## src/shared/gpio_port_pkg.sv

```systemverilog
// Behaviour
// - Receiver enabled puts both port pins in high impedance, overriding direction and data.
// - Normal data, pull-up and direction control apply only while the receiver is disabled.
// - Data register reads return the pin level for bits configured as inputs.
// - Data register reads return the last written value for bits configured as outputs.
// - Every data register write is stored in all implemented bits, whatever direction.
// - Bits configured as outputs drive the stored data level onto their pin.
// - Reset clears data to zero without driving it; pins become inputs, pull-ups off.
// - Pull-up enable bit 0 turns the pin pull-up off, 1 turns it on.
// - Pins configured as outputs keep the pull-up off whatever the enable bit says.
// - Direction bit 0 makes an input with driver off; 1 enables the driver.
// - Direction register reads return the stored direction bits.
package gpio_port_pkg;

    // ------------------------------------------------------------------
    // Widths
    // ------------------------------------------------------------------

    // Implemented pins of the port and width of each register.
    localparam int PORT_WIDTH = 2;
    localparam int REG_WIDTH = 8;
    localparam int ADDR_WIDTH = 8;

    // ------------------------------------------------------------------
    // Register offsets
    // ------------------------------------------------------------------

    // Offsets are byte addresses on the register port.
    localparam logic [ADDR_WIDTH-1:0] OFF_PORT_DATA = 8'h04;
    localparam logic [ADDR_WIDTH-1:0] OFF_PORT_PULLUP_ENABLE = 8'h05;
    localparam logic [ADDR_WIDTH-1:0] OFF_PORT_DIRECTION = 8'h07;

    // ------------------------------------------------------------------
    // Reset values
    // ------------------------------------------------------------------

    // All registers and pin controls clear on reset.
    localparam logic [PORT_WIDTH-1:0] RST_PORT_DATA = 2'h0;
    localparam logic [PORT_WIDTH-1:0] RST_PORT_PULLUP_ENABLE = 2'h0;
    localparam logic [PORT_WIDTH-1:0] RST_PORT_DIRECTION = 2'h0;
    localparam logic [PORT_WIDTH-1:0] RST_PIN_CTRL = 2'h0;
    localparam logic [REG_WIDTH-1:0] RST_READ_DATA = 8'h00;

    // Value returned for unmapped addresses and unimplemented bits.
    localparam logic [REG_WIDTH-1:0] UNMAPPED_READ = 8'h00;
    localparam logic [REG_WIDTH-PORT_WIDTH-1:0] UPPER_ZERO = 6'h00;

endpackage

```

## src/rtl/two_bit_gpio_port.sv

```systemverilog
`timescale 1ns/1ps
module two_bit_gpio_port
    import gpio_port_pkg::*;
(
    // Clock and reset.
    input wire logic core_clk,
    input wire logic reset_n,
    // Register port.
    input wire logic [ADDR_WIDTH-1:0] reg_addr,
    input wire logic [REG_WIDTH-1:0] reg_wdata,
    input wire logic reg_write,
    input wire logic reg_read,
    output logic [REG_WIDTH-1:0] reg_rdata,
    // Receiver sharing the pins.
    input wire logic low_frequency_receiver_enable,
    // Port pins.
    input wire logic [PORT_WIDTH-1:0] port_pins_in,
    output logic [PORT_WIDTH-1:0] port_pins_out,
    output logic [PORT_WIDTH-1:0] port_pins_oe,
    output logic [PORT_WIDTH-1:0] pin_pullup_on
);

    // ------------------------------------------------------------------
    // Helpers
    // ------------------------------------------------------------------

    // Keeps only the implemented bits of a bus word.
    function automatic logic [PORT_WIDTH-1:0] low_bits(input logic [REG_WIDTH-1:0] word);
        low_bits = word[PORT_WIDTH-1:0];
    endfunction

    // Widens a port value to a bus word with the upper bits zero.
    function automatic logic [REG_WIDTH-1:0] to_word(input logic [PORT_WIDTH-1:0] bits);
        to_word = {UPPER_ZERO, bits};
    endfunction

    // ------------------------------------------------------------------
    // Registers
    // ------------------------------------------------------------------

    logic [PORT_WIDTH-1:0] port_data_bits_q;
    logic [PORT_WIDTH-1:0] port_data_bits_d;
    logic [PORT_WIDTH-1:0] pin_pullup_enable_bits_q;
    logic [PORT_WIDTH-1:0] pin_pullup_enable_bits_d;
    logic [PORT_WIDTH-1:0] pin_direction_bits_q;
    logic [PORT_WIDTH-1:0] pin_direction_bits_d;
    logic [REG_WIDTH-1:0] rdata_d;
    logic [PORT_WIDTH-1:0] data_view;
    logic write_data;
    logic write_pullup;
    logic write_direction;

    // Address decode of the write strobe.
    assign write_data = reg_write && (reg_addr == OFF_PORT_DATA);
    assign write_pullup = reg_write && (reg_addr == OFF_PORT_PULLUP_ENABLE);
    assign write_direction = reg_write && (reg_addr == OFF_PORT_DIRECTION);

    // Next register values; upper bits of the write data are dropped.
    always_comb begin
        port_data_bits_d = port_data_bits_q;
        pin_pullup_enable_bits_d = pin_pullup_enable_bits_q;
        pin_direction_bits_d = pin_direction_bits_q;
        if (write_data) begin
            port_data_bits_d = low_bits(reg_wdata);
        end
        if (write_pullup) begin
            pin_pullup_enable_bits_d = low_bits(reg_wdata);
        end
        if (write_direction) begin
            pin_direction_bits_d = low_bits(reg_wdata);
        end
    end

    // Data register, stored regardless of direction.
    always_ff @(posedge core_clk or negedge reset_n) begin
        if (!reset_n) begin
            port_data_bits_q <= RST_PORT_DATA;
        end else begin
            port_data_bits_q <= port_data_bits_d;
        end
    end

    // Pull-up enable register.
    always_ff @(posedge core_clk or negedge reset_n) begin
        if (!reset_n) begin
            pin_pullup_enable_bits_q <= RST_PORT_PULLUP_ENABLE;
        end else begin
            pin_pullup_enable_bits_q <= pin_pullup_enable_bits_d;
        end
    end

    // Direction register.
    always_ff @(posedge core_clk or negedge reset_n) begin
        if (!reset_n) begin
            pin_direction_bits_q <= RST_PORT_DIRECTION;
        end else begin
            pin_direction_bits_q <= pin_direction_bits_d;
        end
    end

    // ------------------------------------------------------------------
    // Read path
    // ------------------------------------------------------------------

    // Input bits show the pin, output bits show the stored value.
    assign data_view = (port_pins_in & ~pin_direction_bits_q)
                     | (port_data_bits_q & pin_direction_bits_q);

    // Read multiplexer; unmapped addresses answer zero.
    always_comb begin
        rdata_d = reg_rdata;
        if (reg_read) begin
            unique case (reg_addr)
                OFF_PORT_DATA: rdata_d = to_word(data_view);
                OFF_PORT_PULLUP_ENABLE: rdata_d = to_word(pin_pullup_enable_bits_q);
                OFF_PORT_DIRECTION: rdata_d = to_word(pin_direction_bits_q);
                default: rdata_d = UNMAPPED_READ;
            endcase
        end
    end

    // Read data stands in the cycle after the strobe and holds until the next read.
    always_ff @(posedge core_clk or negedge reset_n) begin
        if (!reset_n) begin
            reg_rdata <= RST_READ_DATA;
        end else begin
            reg_rdata <= rdata_d;
        end
    end

    // ------------------------------------------------------------------
    // Pin control
    // ------------------------------------------------------------------

    // Drive level always follows the stored data; the enable decides if it reaches the pin.
    always_ff @(posedge core_clk or negedge reset_n) begin
        if (!reset_n) begin
            port_pins_out <= RST_PIN_CTRL;
        end else begin
            port_pins_out <= port_data_bits_d;
        end
    end

    // Output drivers are on only for output bits while the receiver is off.
    always_ff @(posedge core_clk or negedge reset_n) begin
        if (!reset_n) begin
            port_pins_oe <= RST_PIN_CTRL;
        end else if (low_frequency_receiver_enable) begin
            port_pins_oe <= RST_PIN_CTRL;
        end else begin
            port_pins_oe <= pin_direction_bits_d;
        end
    end

    // Pull-ups are on only for enabled input bits while the receiver is off.
    always_ff @(posedge core_clk or negedge reset_n) begin
        if (!reset_n) begin
            pin_pullup_on <= RST_PIN_CTRL;
        end else if (low_frequency_receiver_enable) begin
            pin_pullup_on <= RST_PIN_CTRL;
        end else begin
            pin_pullup_on <= pin_pullup_enable_bits_d & ~pin_direction_bits_d;
        end
    end

    // ------------------------------------------------------------------
    // Assertion helpers
    // ------------------------------------------------------------------

    // High when the bus address names one of the three port registers.
    logic addr_mapped;
    assign addr_mapped = (reg_addr == OFF_PORT_DATA)
                       || (reg_addr == OFF_PORT_PULLUP_ENABLE)
                       || (reg_addr == OFF_PORT_DIRECTION);
endmodule

```

## config.mk

```make
export PLATFORM = sky130hd
export DESIGN_NAME = two_bit_gpio_port
export DESIGN_NICKNAME = d
export VERILOG_FILES = /design/src/shared/gpio_port_pkg.sv /design/src/rtl/two_bit_gpio_port.sv
export SDC_FILE = /design/constraint.sdc
export NUM_CORES = 1
export LEC_CHECK = 0
export ABC_AREA = 1
export BUFFER_PORTS_ARGS = -buffer_cell sky130_fd_sc_hd__buf_2
export CAP_MARGIN = 40
export CORE_AREA = 5 5 54 56
export CTS_CLUSTER_SIZE = 8
export DETAILED_ROUTE_END_ITERATION = 8
export DIE_AREA = 0 0 59 61
export SYNTH_ARGS = -nofsm -noshare
export SYNTH_HDL_FRONTEND = slang
export SYNTH_SLANG_ARGS = --single-unit
```

## constraint.sdc

```tcl
create_clock -name core_clk -period 1 [get_ports core_clk]
set_input_delay 0.15 -clock core_clk [delete_from_list [all_inputs] [get_ports core_clk]]
set_output_delay 0.15 -clock core_clk [all_outputs]
set_load 0.05 [all_outputs]
```

* Yosys cells after proc, flatten, opt, wreduce, memory -nomap -nowiden
Index checks and enable logic that the tools add are counted.
Cells by class: bitwise operators 6, multiplexer cells 5, reductions and logical operators 3, eq/ne operators 3
Operator list (count):
- $eq A8 B3 Y1 const B | 3
- $mux W2 | 4
- $and A2 B2 Y2 | 3
- $pmux W2 S3 | 1
- $not A2 Y2 | 2
- $logic_and A1 B1 Y1 | 3
- $or A2 B2 Y2 | 1
Word-level totals: register bits after elaboration 18, bits of input ports 23, output and inout bits 14, word-level logic and storage cells 23

* Depth between registers and ports, before layout
word-level depth 6, mapped depth 8

* Worst setup path before layout
No wires, ideal clock.
path kind reg2reg, from register, netlist name port_pins_out[1], to register reg_rdata[1], data required time 0.882 ns, data arrival time 0.979 ns, stages on the path, launching flop included 7, slack -0.096 ns, path through dfrtp_1 nand2_1 o21ai_0 nand3_1 nand3_1 nand2_1 nand2_1
RTL lines:
- end signal, assigned | line two_bit_gpio_port.sv:127 | reg_rdata <= rdata_d;
- end, declared | line two_bit_gpio_port.sv:13 | output logic [REG_WIDTH-1:0] reg_rdata,

* Worst setup path after layout
from register port_pins_out[0], to output port port_pins_out[0]
RTL lines:
- start, declared | line two_bit_gpio_port.sv:18 | output logic [PORT_WIDTH-1:0] port_pins_out,
- start signal, assigned | line two_bit_gpio_port.sv:140 | port_pins_out <= port_data_bits_d;
No word-level cell between the ends.

==> qor.txt <==
Status -> finished, violations left
Violated checks -> negative setup slack
Tmin final -> 1003 ps
CTS tree -> built
Largest family of logic cells by synthesized area -> simple AND/OR/NAND/NOR gates
Net switching power -> 345.8 uW
RSZ-0062 raised after global routing -> yes
Final setup fails -> 2
Post-Synth Adder-Cell Area -> 0
Core footprint -> 2387 um2
Mux contribution to synthesized area -> 0
Placed cells -> 144
Kind of cell adding the most delay to the critical path -> flip-flops
Clk sinks -> 12
Reg-to-Reg Start -> pin_direction_bits_q[0]
Worst Clk Skew -> 0.4264 ps
Most common cell after layout, fill and taps aside -> nand2_1
Worst IR Drop VDD -> 0.9066 mV
CTS root buf -> clkbuf_4
Startpoint type of the worst setup path -> register
Layout Nets -> 144
WS Path Type -> register to primary output
Routed vias/inst -> 4.220
Final period utilization -> 1.003
Static Leak -> 0.5282 nW
Gr ovfl total -> 0
1st-pass router iterations -> 5
Max-Cap Viols -> 0
CP cell instances -> buf_6
Max Fclk -> 0.9973 GHz
Number of DRC markers in iteration 0 -> 16
Largest net degree at the start of global routing -> 13
Placer's final routability congestion estimate -> 0.8521
Worst skew pair latency -> 270 ps
Die H -> 61 um
Initial Utilization -> 0.2977
Commonest non-fill, non-tap cells in the layout -> 18 x nand2_1, 16 x buf_2, 12 x inv_1, 10 x nand3_1, 10 x dfrtp_1
Placed cell area -> 859.6 um2
Final Cell Area -> 963.4 um2
DRC -> 0
Worst Setup SP -> port_pins_out[0]
Synth cell types -> 19
Hold Violations, Final -> 0
Hold wc startpoint -> low_frequency_receiver_enable
Final slew viol count -> 0
Clk slew on worst S/H paths -> 70 ps
Worst Slack Setup Final -> -2.693 ps
Die W -> 59 um
Fillcell total -> 258
Sequential power share -> 0.452
Antenna viol nets, final -> 0
Gate power share -> 0.215
# port buffers -> 24
Critical Path Max Stage Delay -> 430 ps
Synth Area in Compound Gates -> 0.04930
Synth Area in XOR/XNOR -> 0
Ant. Diodes -> 0
Sum Neg Setup Slack -> -4.847 ps
Number of global-route vias before repair -> 603
Vias -> 633
Avg Cell Area, Syn -> 7.985 um2
H-tree levels -> 1
Synth async-reset ratio -> 1.000
Post-synth top flop -> dfrtp_1
Pint -> 801.9 uW
All-Layer GR Usage -> 0.09522
Crit Path Max Fanout -> 3
Area Growth Syn to Fin -> 35.56%
Non-Filler Instances -> 150
Number of enable flip-flop cells after synthesis -> 0
Mapped cell area -> 710.7 um2
Sequential element share of the synthesized area -> 0.4225
Detail Placement HPWL -> 1279 um
I/O Pins -> 37
Pwr dens -> 1191 nW/um2
Post-Synth Simple-Gate Area -> 0.3856
Post-place setup slack -> -19.21 ps
Die area -> 3599 um2
Sw frac -> 0.3013
Gate Count Post-Synth -> 89
Worst EP arrival -> 850 ps
Synth warnings -> 0
Slowest cell on crit path -> dfrtp_2
Layout cells sized above 1 -> 0.3917
Clk pwr share -> 0.333
Drt total wl -> 1524 um
Initial antenna violation count -> 0
Mean routed wirelength per cell -> 10.16 um
Hold WC Path Type -> input pin to register
CTS Buffer Depth -> 2
Core Rows -> 18
#FFs+latches synth -> 12
CTS Buf Count -> 3
Worst setup EP type -> primary output
Critical path buffers and inverters -> 1
Worst path required time -> 850 ps
First-pass GRT wire length -> 2546 um
Total power -> 1.148 mW
==> state kept, by name (all words and copies together), names as in the netlist <==
| name | flops |
|---|---|
| pin_pullup_enable_bits_q | 2 |
| port_pins_out | 2 |
| reg_rdata | 2 |
| port_pins_oe | 2 |
| pin_direction_bits_q | 2 |
| pin_pullup_on | 2 |
==> final cells by class <==
type	count	area, um2	area share
multi-input combinational	62	331.6	0.3442
sequential	12	302.8	0.3143
timing repair buffer	28	202.7	0.2104
inverter	14	52.55	0.05455
tap	30	37.54	0.03896
clock buffer	4	36.28	0.03766
==> stage by stage <==
step	hold WS, ps	util
2_1_floorplan	-145.6	-
3_3_place_gp	43.85	0.3601
3_5_place_dp	50.13	0.3601
4_1_cts	42.33	0.3941
5_1_grt	35.85	0.4036
6_report	55.54	0.4036
==> routing by layer <==
layer  routed length (um)  GRT usage
met3                  107    0.04894
met2                  780     0.1656
met4                    0   0.009709
met5                    0          0
met1                  637     0.1084
==> cell usage after synthesis (2+ instances only) <==
library cell  instances  area [um2]
a21oi_1               2       10.01
buf_4                 6       45.04
dfrtp_1              12       300.3
inv_1                12       45.04
inv_2                 2       7.510
nand2_1              18       67.56
nand2_2               4       25.02
nand3_1              10       50.05
nand3_2               3       30.03
nand4_1               2       12.51
nor2_1                6       22.52
nor2_4                2       22.52
o21ai_0               4       20.02
==> worst paths after layout <==
kind / slack, ps / to / cells after the start
setup / recovery: -3 / port_pins_out[0] / 1
hold / removal: 60 / port_pins_oe[0] / 2
setup reg to reg: 70 / reg_rdata[0] / 5
hold reg to reg: 520 / reg_rdata[1] / 2
max in group asynchronous: 460 / port_pins_out[0] / 2
min in group asynchronous: 300 / port_pins_out[1] / 2
==> cells by family (layout without fill, tap and decap cells) <==
family,count (synthesis),count (layout)
buffers and inverters,20,46
DFF,12,12
AOI/OAI and AO/OA,7,7
other,1,6
and+or+nand+nor,49,49
==> power groups by stage <==
stage	registers, mW	logic [mW]	clock network, mW
3_3_place_gp	0.525	0.227	0
3_5_place_dp	0.526	0.229	0
6_report	0.518	0.247	0.382
2_1_floorplan	0.561	0.133	0
5_1_grt	0.521	0.268	0.436
4_1_cts	0.518	0.242	0.405
==> timing repair <==
item | CTS | global route
buffers inserted | 0 | 1
hold buffers | 1 | 0
pin swaps | 0 | 0
gates resized for setup | 12 | 5
endpoints found under the setup margin | 8 | 10
hold endpoints to repair | 12 | 0
Note: power is estimated with default switching activity, not from simulation.
